$ cat config.mk
export PLATFORM = sky130hd
export DESIGN_NAME = afr_ctrl
export DESIGN_NICKNAME = d
export VERILOG_FILES = /design/src/core/afr_pkg.sv /design/src/core/afr_ctrl.sv /design/src/core/afr_serial_rx.sv /design/src/core/afr_sub_mux.sv
export SDC_FILE = /design/constraint.sdc
export NUM_CORES = 1
export LEC_CHECK = 0
export BUFFER_PORTS_ARGS = -buffer_cell sky130_fd_sc_hd__clkbuf_2
export CORE_ASPECT_RATIO = 0.8
export CORE_UTILIZATION = 59
export DETAILED_ROUTE_END_ITERATION = 8
export PLACE_DENSITY = 0.86
export SYNTH_ARGS = -nofsm -noshare
export SYNTH_HDL_FRONTEND = slang
export SYNTH_HIERARCHICAL = 1
export SYNTH_SLANG_ARGS = --single-unit
$ cat constraint.sdc
create_clock -name clk -period 2.8 [get_ports clk]
set_input_delay 0.28 -clock clk [delete_from_list [all_inputs] [get_ports clk]]
set_output_delay 0.28 -clock clk [all_outputs]
set_load 0.01 [all_outputs]
$ cat src/core/afr_pkg.sv
package afr_pkg;

  // Serial word layout.
  localparam int ADDR_W = 12;
  localparam int DATA_W = 28;
  localparam int WORD_W = 40;
  localparam int CNT_W  = 6;

  // Register addresses.
  localparam logic [11:0] ADDR_PWR_CLAMP = 12'h000;
  localparam logic [11:0] ADDR_OUT_DRV   = 12'h001;
  localparam logic [11:0] ADDR_SMP_GAIN  = 12'h004;
  localparam logic [11:0] ADDR_AMP_GAIN  = 12'h005;
  localparam logic [11:0] ADDR_CLAMP_TGT = 12'h006;

  // Field positions in the power and clamp control register.
  localparam int PWR_LO      = 0;
  localparam int PWR_HI      = 1;
  localparam int CLAMP_ON_B  = 2;
  localparam int SETTLE_B    = 3;
  localparam int GAIN_FAST_B = 4;
  localparam int BLANK_LVL_B = 5;
  localparam int DC_BYP_B    = 6;
  localparam int SRC_LO      = 11;
  localparam int SRC_HI      = 14;

  // Field positions in the output driver register.
  localparam int TRISTATE_B  = 0;
  localparam int LATCH_BYP_B = 1;

  // Widths of the register contents.
  localparam int PWR_CLAMP_W = 15;
  localparam int OUT_DRV_W   = 4;
  localparam int SMP_GAIN_W  = 2;
  localparam int GAIN_W      = 10;

  // Reset values.
  localparam logic [14:0] RST_PWR_CLAMP = 15'h0007;
  localparam logic [3:0]  RST_OUT_DRV   = 4'h8;
  localparam logic [1:0]  RST_SMP_GAIN  = 2'h1;
  localparam logic [9:0]  RST_AMP_GAIN  = 10'h00f;
  localparam logic [9:0]  RST_CLAMP_TGT = 10'h1ec;

  // Power states.
  typedef enum logic [1:0] {
    AFR_PWR_NORMAL,
    AFR_PWR_STBY1,
    AFR_PWR_STBY2,
    AFR_PWR_STBY3
  } afr_pwr_t;

  // Sampler gain settings.
  typedef enum logic [1:0] {
    AFR_SG_M3DB,
    AFR_SG_0DB,
    AFR_SG_P3DB,
    AFR_SG_P6DB
  } afr_smp_gain_t;

endpackage

$ cat src/core/afr_ctrl.sv
`timescale 1ns/1ps
`default_nettype none
module afr_ctrl
  import afr_pkg::*;
#(
  parameter int PIX_W = 12 // Pixel data width.
) (
  // Clock, reset and enable.
  input  wire logic              clk,
  input  wire logic              rst,
  input  wire logic              ce,
  // Serial write port.
  input  wire logic              ser_load_n,
  input  wire logic              ser_clk,
  input  wire logic              ser_data,
  // Timing inputs.
  input  wire logic              vertical_sync,
  input  wire logic              update_hold,
  input  wire logic              pixel_blank_window,
  // Substrate-count source candidates.
  input  wire logic              vert_clock_6,
  input  wire logic              vert_clock_8,
  input  wire logic              vert_clock_9,
  input  wire logic              vert_clock_10,
  input  wire logic              vert_clock_13,
  input  wire logic              sensor_gate_1,
  input  wire logic              sensor_gate_2,
  input  wire logic              sensor_gate_3,
  input  wire logic              sensor_gate_4,
  input  wire logic              sensor_gate_5,
  input  wire logic              sensor_gate_6,
  input  wire logic              sensor_gate_7,
  input  wire logic              sensor_gate_8,
  input  wire logic              substrate_bias,
  input  wire logic              mech_shutter,
  input  wire logic              strobe_out,
  // Pixel path.
  input  wire logic [PIX_W-1:0]  pix_in,
  input  wire logic              pix_phase_stb,
  output logic [PIX_W-1:0]       pix_out,
  output logic                   pix_oe,
  // Analog control outputs.
  output afr_pwr_t               power_state,
  output logic                   ob_clamp_on,
  output logic                   clamp_settle_fast,
  output logic                   fast_clamp_pulse,
  output logic                   dc_restore_active,
  output logic                   pixel_out_latch_bypass,
  output afr_smp_gain_t          sampler_gain,
  output logic [GAIN_W-1:0]      amplifier_gain,
  output logic [GAIN_W-1:0]      black_clamp_target,
  output logic                   substrate_count_ctrl
);

  // How the block is put together.
  // A serial receiver turns the three-wire frame into complete words.
  // Each complete word arrives as a one-cycle strobe with address and data.
  // The strobe is decoded against the five registers kept here.
  // Words for any other address are ignored without side effects.
  // Two registers take effect as soon as their word is complete.
  // Three registers are held in pending copies first.
  // The pending copies move to the live outputs at a vertical-sync fall.
  // This keeps a gain change from landing in the middle of a field.
  // The update_hold input postpones that move to a later fall.
  // A pending value is never lost while the move is postponed.
  // Every output of this module comes straight from a flip-flop.
  // Decoded controls therefore trail their register by one edge.
  // A host reading back behaviour must allow for that extra edge.
  // The clock enable freezes every flip-flop, receiver included.
  // While it is low, serial bits and sync edges go unseen until it returns, and then only if their new level is still held.
  // A sync fall that happens while frozen is seen at the first enabled edge if sync is still low.
  // The pixel path is a plain data latch with a blanking override.
  // The substrate-count output is a registered sixteen-way selector.
  // Reserved bits of the output driver register are stored as written.
  // They steer nothing in this block.

  // Live registers.
  logic [PWR_CLAMP_W-1:0] afe_power_and_clamp_ctrl; // Immediate controls.
  logic [OUT_DRV_W-1:0]   output_driver_ctrl;       // Immediate output controls.
  // Pending copies of field-synchronous registers.
  logic [SMP_GAIN_W-1:0]  pend_smp_gain;            // Pending sampler gain.
  logic [GAIN_W-1:0]      pend_amp_gain;            // Pending amplifier gain.
  logic [GAIN_W-1:0]      pend_clamp_tgt;           // Pending clamp target.
  logic                   vsync_q;                  // Previous vertical sync.

  // Serial receiver outputs.
  logic              wr_stb;  // One-cycle complete-word strobe.
  logic [ADDR_W-1:0] wr_addr; // Target address.
  logic [DATA_W-1:0] wr_data; // Received data word.

  // Receiver.
  // It samples the serial clock on clk, so that clock must stay well below clk.
  // Each serial clock level has to last at least one clk cycle to be seen.
  // A word cut short before its last data bit leaves its register unchanged.
  // Further words in one frame go to the next address up in turn.
  // Writing past the last register here is harmless, as unknown addresses drop.
  // The strobe is a single cycle wide, so each word is applied once only.
  // Address and data stay steady after the strobe until the next word.
  afr_serial_rx u_rx (
    .clk        (clk),
    .rst        (rst),
    .ce         (ce),
    .ser_load_n (ser_load_n),
    .ser_clk    (ser_clk),
    .ser_data   (ser_data),
    .wr_stb     (wr_stb),
    .wr_addr    (wr_addr),
    .wr_data    (wr_data)
  );

  // Address decode.
  wire wr_pwr   = wr_stb && wr_addr == ADDR_PWR_CLAMP;
  wire wr_drv   = wr_stb && wr_addr == ADDR_OUT_DRV;
  wire wr_smp   = wr_stb && wr_addr == ADDR_SMP_GAIN;
  wire wr_amp   = wr_stb && wr_addr == ADDR_AMP_GAIN;
  wire wr_clamp = wr_stb && wr_addr == ADDR_CLAMP_TGT;

  // Field-synchronous apply moment; update_hold postpones it.
  // The sync input is taken as synchronous to clk, so one flip-flop suffices.
  // A fall is seen when the previous level was high and the current is low.
  // The previous level resets low, so a sync held low through reset gives no fall.
  // A sync held high through reset gives a real fall when it first drops.
  // The apply lasts a single cycle, whatever the width of the sync pulse.
  // When held, the pending copies simply wait for a later fall.
  // Several writes before one fall leave only the last value pending.
  wire vsync_fall = vsync_q && !vertical_sync;
  wire apply_vd   = vsync_fall && !update_hold;

  // Amplifier gain actually changes at this apply.
  wire gain_change = apply_vd && pend_amp_gain != amplifier_gain;

  // Field aliases.
  wire       f_clamp_on  = afe_power_and_clamp_ctrl[CLAMP_ON_B];
  wire       f_gain_fast = afe_power_and_clamp_ctrl[GAIN_FAST_B];
  wire       f_blank_lvl = afe_power_and_clamp_ctrl[BLANK_LVL_B];
  wire       f_dc_byp    = afe_power_and_clamp_ctrl[DC_BYP_B];
  wire [3:0] f_src       = afe_power_and_clamp_ctrl[SRC_HI:SRC_LO];
  wire       f_tristate  = output_driver_ctrl[TRISTATE_B];
  wire       f_latch_byp = output_driver_ctrl[LATCH_BYP_B];

  // Blanking value: zero or the top bits of the clamp target.
  wire [PIX_W-1:0] blank_val = f_blank_lvl ?
    PIX_W'(black_clamp_target >> 2) : '0;
  wire [PIX_W-1:0] pix_sel = pixel_blank_window ? blank_val : pix_in;
  // Latch on output phase unless transparent.
  wire             pix_load = f_latch_byp || pix_phase_stb;

  // Substrate-count candidates in code order.
  wire [15:0] sub_src = {strobe_out, mech_shutter, substrate_bias, vert_clock_13,
                         sensor_gate_1, sensor_gate_4, sensor_gate_3, sensor_gate_2,
                         sensor_gate_8, sensor_gate_7, sensor_gate_6, sensor_gate_5,
                         vert_clock_10, vert_clock_9, vert_clock_8, vert_clock_6};

  // Substrate-count selector.
  // The selection code is read from the live register every cycle.
  // A code change mid-line switches the output at once, one edge late.
  // Glitches on a candidate pass through, delayed by one clock.
  // The selector has no notion of which candidate is sensible to use.
  // All sixteen codes are legal, so no code is refused here.
  afr_sub_mux u_sub (
    .clk     (clk),
    .rst     (rst),
    .ce      (ce),
    .sel     (f_src),
    .src     (sub_src),
    .sub_out (substrate_count_ctrl)
  );

  // Immediate registers load on the strobe, one edge after the last data bit is taken.
  // The whole word below the register width is stored as written.
  // Upper data bits beyond the width are dropped here on purpose.
  // A host that leaves them nonzero sees no effect in this block.
  // Power state and clamp bits act at the next edge through the decode stage.
  always_ff @(posedge clk or posedge rst) begin
    if (rst) begin
      afe_power_and_clamp_ctrl <= RST_PWR_CLAMP;
      output_driver_ctrl       <= RST_OUT_DRV;
    end else if (ce) begin
      if (wr_pwr) begin
        afe_power_and_clamp_ctrl <= wr_data[PWR_CLAMP_W-1:0];
      end
      if (wr_drv) begin
        output_driver_ctrl <= wr_data[OUT_DRV_W-1:0];
      end
    end
  end

  // Pending copies capture writes to field-synchronous registers.
  // A write and an apply in the same cycle both happen.
  // The apply then moves the older pending value out.
  // The newly written value waits for the following fall.
  // This keeps each field built from one consistent set of values.
  always_ff @(posedge clk or posedge rst) begin
    if (rst) begin
      pend_smp_gain  <= RST_SMP_GAIN;
      pend_amp_gain  <= RST_AMP_GAIN;
      pend_clamp_tgt <= RST_CLAMP_TGT;
    end else if (ce) begin
      if (wr_smp) begin
        pend_smp_gain <= wr_data[SMP_GAIN_W-1:0];
      end
      if (wr_amp) begin
        pend_amp_gain <= wr_data[GAIN_W-1:0];
      end
      if (wr_clamp) begin
        pend_clamp_tgt <= wr_data[GAIN_W-1:0];
      end
    end
  end

  // Active field-synchronous values transfer at the vertical-sync fall.
  // All three values move together so gain and clamp stay matched.
  // An apply with unchanged pending values leaves the outputs as they are.
  // The sync history register also lives here, as it shares the enable.
  always_ff @(posedge clk or posedge rst) begin
    if (rst) begin
      vsync_q            <= 1'b0;
      sampler_gain       <= afr_smp_gain_t'(RST_SMP_GAIN);
      amplifier_gain     <= RST_AMP_GAIN;
      black_clamp_target <= RST_CLAMP_TGT;
    end else if (ce) begin
      vsync_q <= vertical_sync;
      if (apply_vd) begin
        sampler_gain       <= afr_smp_gain_t'(pend_smp_gain);
        amplifier_gain     <= pend_amp_gain;
        black_clamp_target <= pend_clamp_tgt;
      end
    end
  end

  // Decoded analog controls, registered.
  // The fast clamp pulse needs the clamp loop enabled to mean anything.
  // It fires only when the amplifier gain value really changes.
  // The dc-restore control follows the blanking window one edge late while the bypass bit is clear.
  // The output enable is the inverse of the three-state bit, high to drive.
  always_ff @(posedge clk or posedge rst) begin
    if (rst) begin
      power_state            <= afr_pwr_t'(RST_PWR_CLAMP[PWR_HI:PWR_LO]);
      ob_clamp_on            <= RST_PWR_CLAMP[CLAMP_ON_B];
      clamp_settle_fast      <= RST_PWR_CLAMP[SETTLE_B];
      fast_clamp_pulse       <= 1'b0;
      dc_restore_active      <= 1'b0;
      pixel_out_latch_bypass <= RST_OUT_DRV[LATCH_BYP_B];
      pix_oe                 <= ~RST_OUT_DRV[TRISTATE_B];
    end else if (ce) begin
      power_state            <= afr_pwr_t'(afe_power_and_clamp_ctrl[PWR_HI:PWR_LO]);
      ob_clamp_on            <= f_clamp_on;
      clamp_settle_fast      <= afe_power_and_clamp_ctrl[SETTLE_B];
      fast_clamp_pulse       <= f_clamp_on && f_gain_fast && gain_change;
      dc_restore_active      <= pixel_blank_window && !f_dc_byp;
      pixel_out_latch_bypass <= f_latch_byp;
      pix_oe                 <= ~f_tristate;
    end
  end

  // Output data latch.
  // When transparent, the latch loads every enabled cycle.
  // Otherwise it loads only on the output phase strobe.
  // Blanking replaces the input value before the latch, not after it.
  // The latch keeps loading while the drivers are three-stated.
  always_ff @(posedge clk or posedge rst) begin
    if (rst) begin
      pix_out <= '0;
    end else if (ce && pix_load) begin
      pix_out <= pix_sel;
    end
  end

endmodule // afr_ctrl
`default_nettype wire

$ cat src/core/afr_serial_rx.sv
`timescale 1ns/1ps
`default_nettype none
// Serial receiver: collects address then 28-bit words, auto-incrementing.
module afr_serial_rx
  import afr_pkg::*;
(
  // Clock and reset.
  input  wire logic              clk,
  input  wire logic              rst,
  input  wire logic              ce,
  // Serial pins, sampled on clk.
  input  wire logic              ser_load_n,
  input  wire logic              ser_clk,
  input  wire logic              ser_data,
  // Completed word.
  output logic                   wr_stb,
  output logic [ADDR_W-1:0]      wr_addr,
  output logic [DATA_W-1:0]      wr_data
);

  logic              sck_q;     // Previous serial clock level.
  logic [CNT_W-1:0]  bit_cnt;   // Bits received in the current field.
  logic              have_addr; // Address phase complete.
  logic [ADDR_W-1:0] addr_sr;   // Address shift register.
  logic [DATA_W-1:0] data_sr;   // Data shift register.

  wire sck_rise = ser_clk & ~sck_q;
  wire active   = ~ser_load_n;
  wire addr_end = !have_addr && bit_cnt == CNT_W'(ADDR_W - 1);
  wire data_end = have_addr && bit_cnt == CNT_W'(DATA_W - 1);

  // Shift LSB first; a partial word is dropped when load rises.
  always_ff @(posedge clk or posedge rst) begin
    if (rst) begin
      sck_q     <= 1'b0;
      bit_cnt   <= '0;
      have_addr <= 1'b0;
      addr_sr   <= '0;
      data_sr   <= '0;
      wr_stb    <= 1'b0;
      wr_addr   <= '0;
      wr_data   <= '0;
    end else if (ce) begin
      sck_q  <= ser_clk;
      wr_stb <= 1'b0;
      if (!active) begin
        // Frame ended; any short word is discarded.
        bit_cnt   <= '0;
        have_addr <= 1'b0;
      end else if (sck_rise) begin
        if (!have_addr) begin
          addr_sr <= {ser_data, addr_sr[ADDR_W-1:1]};
          bit_cnt <= addr_end ? '0 : bit_cnt + CNT_W'(1);
          if (addr_end) begin
            have_addr <= 1'b1;
          end
        end else begin
          data_sr <= {ser_data, data_sr[DATA_W-1:1]};
          bit_cnt <= data_end ? '0 : bit_cnt + CNT_W'(1);
          if (data_end) begin
            // Full word: emit and step to next address.
            wr_stb  <= 1'b1;
            wr_addr <= addr_sr;
            wr_data <= {ser_data, data_sr[DATA_W-1:1]};
            addr_sr <= addr_sr + ADDR_W'(1);
          end
        end
      end
    end
  end

endmodule // afr_serial_rx
`default_nettype wire

$ cat src/core/afr_sub_mux.sv
`timescale 1ns/1ps
`default_nettype none
// Substrate-count source selector, registered.
module afr_sub_mux
  import afr_pkg::*;
(
  // Clock and reset.
  input  wire logic       clk,
  input  wire logic       rst,
  input  wire logic       ce,
  // Selection and candidate sources.
  input  wire logic [3:0] sel,
  input  wire logic [15:0] src,
  // Selected signal.
  output logic            sub_out
);

  // Indexed selection of the sixteen candidates.
  wire picked = src[sel];

  // Register the pick so the output comes from a flip-flop.
  always_ff @(posedge clk or posedge rst) begin
    if (rst) begin
      sub_out <= 1'b0;
    end else if (ce) begin
      sub_out <= picked;
    end
  end

endmodule // afr_sub_mux
`default_nettype wire

* Yosys cells after proc, flatten, opt, wreduce, memory -nomap -nowiden
Index checks and enable logic that the tools add are counted.
** Storage, ports and cells
- Flip-flop bits (word level) :: 159
- Bits of input ports :: 38
- Output and inout bits :: 43
- Logic and storage cells :: 91
** Cells by class
- Add/sub/neg operators :: 2
- $lt $le $gt $ge :: 1
- Eq/ne operators :: 8
- Multiplexer cells :: 19
- Bitwise gates (word level) :: 4
- Reduce and logical (&&, ||, !) cells :: 31
** Operators with widths (number)
- 12-bit by 3-bit == test with 1-bit output (second input constant) :: 3
- 12-bit two-way mux :: 3
- 6-bit two-way mux :: 5
- 1-bit logical AND :: 14
- 2-bit AND reduction :: 7
- 12-bit by 1-bit adder with 12-bit output (second input constant) :: 1
- 12-bit by 1-bit == test with 1-bit output (second input constant) :: 1
- 12-bit zero test :: 1
- 10-bit inequality test :: 1
- 1-bit two-way mux :: 9
- 8-bit two-way mux :: 1
- 4-bit AND reduction :: 2
- 6-bit by 1-bit adder with 6-bit output (second input constant) :: 1
- 6-bit by 4-bit == test with 1-bit output (second input constant) :: 1
- 6-bit by 5-bit == test with 1-bit output (second input constant) :: 1
- 4-bit by 5-bit less-than comparator with 1-bit output (second input constant) :: 1
- 5-bit AND reduction :: 1
- 1-bit binary-select mux with 4-bit select :: 1
- 1-bit zero test :: 4
- 1-bit inverter :: 3
- 2-bit inequality test (second input constant) :: 1
- 2-bit nonzero test :: 1
- 1-bit bitwise AND :: 1
- 1-bit logical OR :: 1

* Longest topological paths before layout
Gate-level depths: netlist of run 1.
- Depth in word-level cells :: 6
- Mapped depth :: 6
- Mapped depth without buffers :: 5

* Modules after synthesis
Netlist of run 1, hierarchy kept.
** Modules (own cells, without submodules)
- afr_serial_rx :: times used 1, cells each 295, area each 3841.2 µm², sequential area each 2202.1 µm²
- afr_ctrl :: times used 1, cells each 232, area each 3348.2 µm², sequential area each 1988.2 µm²
- afr_sub_mux :: times used 1, cells each 10, area each 178.9 µm², sequential area each 25.0 µm²

* Least setup slack after synthesis of run 1
OpenSTA, ideal clock, no wires.
- Path type :: register to register
- Start point :: register u_rx.bit_cnt[0]
- End point :: register u_rx.wr_addr[11]
- Setup time :: 0.127 ns
- Arrival :: 1.648 ns
- Required time :: 2.673 ns
- Slack :: 1.025 ns
- Stages on the path, launching flop included :: 7
- Path buffers :: 1
- Clock period less this slack :: 1.775 ns
- Cell sequence :: dfrtp_1 -> ha_1 -> and4bb_2 -> and2_2 -> nand3_4 -> buf_6 -> mux2_1
** On the way
- Longest elaborated chain between the ends :: 3
** RTL lines
- from (decl) :: line afr_serial_rx.sv:22 : logic [CNT_W-1:0] bit_cnt;
- from (signal assigned) :: line afr_serial_rx.sv:53 : bit_cnt <= addr_end ? '0 : bit_cnt + CNT_W'(1);
- from (signal assigned) :: line afr_serial_rx.sv:59 : bit_cnt <= data_end ? '0 : bit_cnt + CNT_W'(1);
- 6-bit by 5-bit == test with 1-bit output :: line afr_serial_rx.sv:30 : wire data_end = have_addr && bit_cnt == CNT_W'(DATA_W - 1);
- 1-bit logical AND :: line afr_serial_rx.sv:30
- 5-bit AND reduction (no line)
- to (signal assigned) :: line afr_serial_rx.sv:63 : wr_addr <= addr_sr;
- to (decl) :: line afr_serial_rx.sv:17 : output logic [ADDR_W-1:0] wr_addr,
No other way between the ends.
A chain may end at the register's enable or synchronous reset.

* Worst setup path after layout of run 1
- Start point :: register u_rx.bit_cnt[0]
- End point :: register u_rx.wr_data[13]
** On the way
- Longest elaborated chain between the ends :: 3
** RTL lines
- 6-bit by 5-bit == test with 1-bit output :: line afr_serial_rx.sv:30
- 1-bit logical AND :: line afr_serial_rx.sv:30
- 5-bit AND reduction (no line)
- to (signal assigned) :: line afr_serial_rx.sv:64 : wr_data <= {ser_data, data_sr[DATA_W-1:1]};
- to (decl) :: line afr_serial_rx.sv:18 : output logic [DATA_W-1:0] wr_data
No other way between the ends.

==> impl_metrics.tcl, run 1 <==
set metrics [dict create \
    fmax_mhz 452 \
    end_kind "flip-flop" \
    antenna_cells 0 \
    die_y_um 98.4 \
    slowest_stage "mux2_1" \
    cp_cell_sequence "ha_1 > and4bb_2 > and2_2 > nand3_4 > mux2_1" \
    clkSinkCount 153 \
    syn_area_per_cell_um2 13.5 \
    period_needed_ns 2.21 \
    drv_cap 0 \
    place_congestion 0.891 \
    io_buffers 80 \
    first_iter_violations 591 \
    netlist_area_mm2 0.00685 \
    drc 0 \
    hp-class "input pin to flip-flop" \
    reg2reg_depth 5 \
    ir_drop_uv 424 \
    slew_headroom_pct 44.7 \
    min_period_over_period_pct 79.0 \
    rows 34 \
    cts.path.max_buffers 2 \
    vias 4590 \
    finalClockSkew_ns 0.0152 \
    grt_max_degree 58 \
    floorplan.initialDensity_pct 61.7 \
    regArea_mm2 0.00386 \
    drv_slew 0 \
    multi_input_area_mm2 0.00280 \
    drt-total-wl_mm 15.0 \
    coreArea_mm2 0.0111 \
    grt_usage_pct 26.7 \
    cts_tree "yes" \
    required_ns 3.09 \
    dr.pass1.iters 5 \
    utilization_pct 72.0 \
    clkSlewWorstSetupHoldPaths_ns 0.06 \
    finalSetupViolations 0 \
    critPathLaunchType "flip-flop" \
    grt_pass1_wl_mm 24.2 \
    rsz0062_at_grt "no" \
    place_hpwl_mm 9.58 \
    wire_per_inst_um 20.1 \
    antenna_found_initial 0 \
    outcome "finished clean" \
    crit_fanout 27 \
    layout-drive-gt1-share_pct 38.1 \
    p_leak_nw 3.95 \
    worstSkewPairLatency_ns 0.42 \
    grt_pass1_vias 4748 \
    synth_cells 508 \
    synth_warnings 6 \
    io_pins 81 \
    synthToLayoutAreaGrowth_pct 16.8 \
    drt-vias-per-instance 6.16 \
    htreeDepth 4 \
    root_buffer "clkbuf_16" \
    overflow 0 \
    syn_nets 548 \
    max_stage_delay_ns 0.50 \
    holdPathStages 3 \
    worstPathArrival_ns 2.50 \
    path_class "flip-flop to flip-flop" \
    die_area_mm2 0.0120 \
    die_w_um 122 \
    cts.repair.resized 0 \
    hold_viol 0 \
    power_density_mw_per_mm2 649 \
    cts_buffers 17 \
    finalSetupTns_ns 0 \
    worst_slew_pin_slew_ns 0.830 \
    nFillCells 695 \
    postRouteAntennaNets 0 \
    fin_nets 628 \
]
## worst paths after layout
kind,slack [ns],startpoint,endpoint
worst max-delay path,0.59,u_rx/bit_cnt[0]$_DFFE_PP0P_,u_rx/wr_data[13]$_DFFE_PP0P_
worst max register to register,0.59,u_rx/bit_cnt[0]$_DFFE_PP0P_,u_rx/wr_data[13]$_DFFE_PP0P_
max in group asynchronous,1.52,rst,pend_clamp_tgt[6]$_DFFE_PP1P_
min in group asynchronous,0.27,rst,u_sub/sub_out$_DFFE_PP0P_
worst min register to register,0.43,output_driver_ctrl[0]$_DFFE_PP0P_,pix_oe$_DFFE_PP1P_
worst min-delay path,0.11,pix_in[11],pix_out[11]$_DFFE_PP0P_
## sequential cells by signal, summed over array words and instances, names as in the netlist, 2 cells and up
signal and flops:
u_rx/data_sr 27, u_rx/wr_data 14, pix_out 12, u_rx/addr_sr 12, u_rx/wr_addr 12, afe_power_and_clamp_ctrl 11, amplifier_gain 10, black_clamp_target 10
pend_amp_gain 10, pend_clamp_tgt 10, u_rx/bit_cnt 6, output_driver_ctrl 2, pend_smp_gain 2, power_state 2, sampler_gain 2
## routing by layer
| metal | vias up | track usage (%) | share of wire [%] |
|---|---|---|---|
| met2 | 205 | 41.1 | 48 |
| li1 | 2015 | - | - |
| met4 | 0 | 10.9 | 2.0 |
| met1 | 2342 | 36.5 | 44 |
| met5 | - | 0 | 0 |
| met3 | 28 | 6.60 | 5.9 |
## what timing repair did
item,in CTS,in global routing
endpoints found under the hold margin,32,0
hold buffers,1,0
setup buffers,0,0
## critical path: cells and delay by family (launching register included)
| kind | cells | cell delay, ns |
|---|---|---|
| muxes | 1 | 0.50 |
| DFF | 1 | 0.39 |
| and+or+nand+nor | 3 | 0.93 |
| adders and majority gates | 1 | 0.24 |
## final cells by class
| type | instances | area share (%) |
|---|---|---|
| multi-input combinational | 318 | 35.1 |
| tap | 144 | 2.25 |
| timing repair buffer | 89 | 6.19 |
| clock buffer | 20 | 5.58 |
| clock inverter | 12 | 2.17 |
| inverter | 9 | 0.422 |
| sequential | 153 | 48.3 |
## report_power, final
group | total [W] | switching [W] | internal, W
clock | 0.00240 | 0.000891 | 0.00151
sequential | 0.00241 | 0.000120 | 0.00229
combinational | 0.000384 | 0.000221 | 0.000163
total | 0.00519 | 0.00123 | 0.00396
## through the flow
stage	cells	total power [W]	worst slack [ns]	hold slack, ns	cell area [µm²]
detailed placement	712	0.00280	0.669	0.154	7370
floorplan	508	0.00265	0.573	0.00871	6850
global placement	712	0.00277	0.765	0.142	7370
global route	745	0.00536	0.485	0.109	8000
finish	745	0.00519	0.588	0.111	8000
CTS	745	0.00520	0.601	0.0952	8000
## cells in the final DEF, fill, tap and decap left out, types with 3 or more instances in the layout
cell        instances
a21oi_1            12
a2bb2oi_1           4
a31oi_1            12
and3_1              5
buf_4               6
bufinv_16           4
clkbuf_16          17
clkbuf_2           80
clkinv_2            3
clkinvlp_4          4
dfrtp_1           124
dfstp_2            29
inv_1               7
mux2_1             53
mux2_2             54
mux2_4             11
mux2i_1             4
mux4_1              4
nand2_1            25
nand2b_1            4
nand3_1             7
nand4_1             8
nor2_1              9
nor2b_1            10
nor3_1              5
o211ai_1            4
o21ai_0            21
o21ai_1             5
o22ai_1             5
xor2_1             15
No activity file was read; power rests on OpenSTA's default activity.
==> inputs of run 2 (changes only) <==
ABC_AREA = 1   (was default)
CORE_UTILIZATION = 53   (was 59)
PLACE_DENSITY = 0.82   (was 0.86)
clock period = 1.8 ns   (was 2.8 ns; I/O delays follow)
==> run 2 against run 1 <==
Net effect: worst setup slack worse by 0.38 ns; total power up 58%; global-route usage is 3.4 points lower; highest routed layer unchanged; sequential share of layout area is 2.1 points lower; design area rose by 4.5%; maximum frequency is 39% higher; routed wire length decreased by 0.67%; combinational power is 110% higher; critical path type unchanged.
==> impl_metrics.tcl, run 2 <==
set metrics [dict create \
    power_density_mw_per_mm2 982 \
    min_period_over_period_pct 88.4 \
    cts.path.max_buffers 2 \
    finalSetupViolations 0 \
    syn_area_per_cell_um2 8.40 \
    finalClockSkew_ns 0.0146 \
    clkSinkCount 153 \
    crit_fanout 20 \
    path_class "flip-flop to flip-flop" \
    die_w_um 131 \
    cp_cell_sequence "nor2_1 > nand2_1 > nor2_2 > nand3_2 > o21ai_1 > inv_1" \
    multi_input_area_mm2 0.00255 \
    netlist_area_mm2 0.00707 \
    dpl-instance-area_mm2 0.00762 \
    rsz0062_at_grt "no" \
    final_common_cell "nand2_1" \
    fin_nets 973 \
    drt-total-wl_mm 14.9 \
    final_cell_mix "nand2_1 (280), dfrtp_1 (124), inv_1 (110), clkbuf_2 (80), nand3_1 (60)" \
    r2r-start "u_rx/wr_addr[5]$_DFFE_PP0P_" \
    synthToLayoutAreaGrowth_pct 18.2 \
    place_congestion 0.879 \
    slew_headroom_pct 66.6 \
    first_iter_violations 414 \
    ir_drop_uv 734 \
    cts_buffers 17 \
    drv_cap 0 \
    overflow 0 \
    worstSkewPairLatency_ns 0.43 \
    p_leak_nw 4.03 \
    io_pins 81 \
    postRouteAntennaNets 0 \
    dp_cells 1077 \
    p_int_w 0.00591 \
    synth_cells 841 \
    hold_viol 0 \
    io_buffers 80 \
    fmax_mhz 628 \
    r2r-end "pend_amp_gain[7]$_DFFE_PP0P_" \
    period_needed_ns 1.59 \
    grt_pass1_vias 5390 \
    outcome "finished clean" \
    drc 0 \
    root_buffer "clkbuf_16" \
    grt_usage_pct 23.3 \
    die_area_mm2 0.0138 \
    wire_per_inst_um 13.3 \
    regArea_mm2 0.00386 \
    holdPathStages 3 \
    htreeDepth 4 \
    dr.pass1.iters 5 \
    antenna_found_initial 0 \
    holdWs_ns 0.0113 \
    syn_nets 881 \
    switching_share_pct 28.0 \
    stdcell_count 1121 \
    clkSlewWorstSetupHoldPaths_ns 0.07 \
    required_ns 2.11 \
    clkPwrFrac_pct 43.5 \
    slowest_stage "dfrtp_1" \
    top_register "u_rx/data_sr" \
    place_hpwl_mm 9.83 \
    holdPathEnd "pix_out[6]$_DFFE_PP0P_" \
    reg_top3 "u_rx/data_sr (27), u_rx/wr_data (14)" \
    layout-drive-gt1-share_pct 21.6 \
    max_stage_delay_ns 0.38 \
    coreArea_mm2 0.0129 \
    die_y_um 105 \
    worst_slew_pin_slew_ns 0.499 \
    worstPathArrival_ns 1.90 \
    p_switching_w 0.00230 \
    critPathLaunchType "flip-flop" \
    stdcell_area_mm2 0.00836 \
    postCtsSetupRepairBufs 0 \
    hp-class "input pin to flip-flop" \
    grt_pass1_wl_mm 25.5 \
    cts_tree "yes" \
    seq_power_share_pct 46.5 \
    drv_slew 0 \
    largest_reg_flops 27 \
    antenna_cells 0 \
    grt_max_degree 75 \
    drt-vias-per-instance 5.11 \
    reg2reg_depth 6 \
    finalSetupTns_ns 0 \
    vias 5731 \
    nFillCells 1001 \
    rows 37 \
    min_from "pix_in[6]" \
    r2r_slack_ns 0.21 \
    synth_warnings 6 \
    end_kind "flip-flop" \
    combPwrFrac_pct 10.0 \
    floorplan.initialDensity_pct 54.7 \
]
## run 2: critical path, delay by kind of cell (launching register included)
| family | cells | cell delay (ns) |
|---|---|---|
| AO/OA/AOI/OAI | 1 | 0.27 |
| AND/OR/NAND/NOR | 4 | 0.76 |
| flip-flops | 1 | 0.38 |
| buffers and inverters | 1 | 0.06 |
## run 2: worst max-delay path by stage
stage                                            start                      endpoint  slack, ns  depth (start not counted)
after global routing      u_rx/wr_addr[11]$_DFFE_PP0P_  pend_amp_gain[7]$_DFFE_PP0P_       0.06                          6
after detailed placement   u_rx/bit_cnt[1]$_DFFE_PP0P_   u_rx/addr_sr[8]$_DFFE_PP0P_       0.15                          9
after global placement     u_rx/bit_cnt[1]$_DFFE_PP0P_   u_rx/addr_sr[6]$_DFFE_PP0P_       0.22                          8
after CTS                  u_rx/bit_cnt[1]$_DFFE_PP0P_   u_rx/addr_sr[7]$_DFFE_PP0P_       0.12                          9
final                      u_rx/wr_addr[5]$_DFFE_PP0P_  pend_amp_gain[7]$_DFFE_PP0P_       0.21                          6
after floorplan            u_rx/bit_cnt[1]$_DFFE_PP0P_   u_rx/addr_sr[9]$_DFFE_PP0P_       0.37                         10
## run 2: power by group through the flow
stage	sequential [W]	combinational (W)	clock, W
final	0.00382	0.000819	0.00357
after global routing	0.00385	0.000940	0.00379
after CTS	0.00381	0.000822	0.00363
after detailed placement	0.00387	0.000792	0
after global placement	0.00386	0.000770	0
after floorplan	0.00386	0.000487	0
## run 2: area by class of cell
cell class              instances  area share (%)
clock inverters                15            2.07
inverters                     117            5.38
flip-flops and latches        153            46.3
repair buffers                106            8.09
well taps                     175            2.62
multi-input cells             538            30.5
clock buffers                  17            5.09
## run 2: timing repair
action | CTS | global route
resized for setup | 0 | 3
hold endpoints to repair | 91 | 1
setup endpoints to repair | 0 | 10
hold buffers | 11 | 1
## run 2: layer usage
layer / wire length [µm] / share of wire [%] / up-vias / GRT usage (%)
li1: - / - / 2837 / -
met1: 6860 / 46 / 2726 / 31.4
met2: 7130 / 48 / 153 / 38.0
met3: 694 / 4.7 / 15 / 4.33
met4: 170 / 1.1 / 0 / 8.40
met5: 0 / 0 / - / 0
## run 2: stage by stage
step                      worst slack (ns)  total power [W]  util, %
final                                0.209          0.00821     64.7
after CTS                            0.124          0.00826     64.5
after global routing                0.0559          0.00857     64.7
after global placement               0.222          0.00463     59.0
after detailed placement             0.150          0.00466     59.0
after floorplan                      0.366          0.00435        -
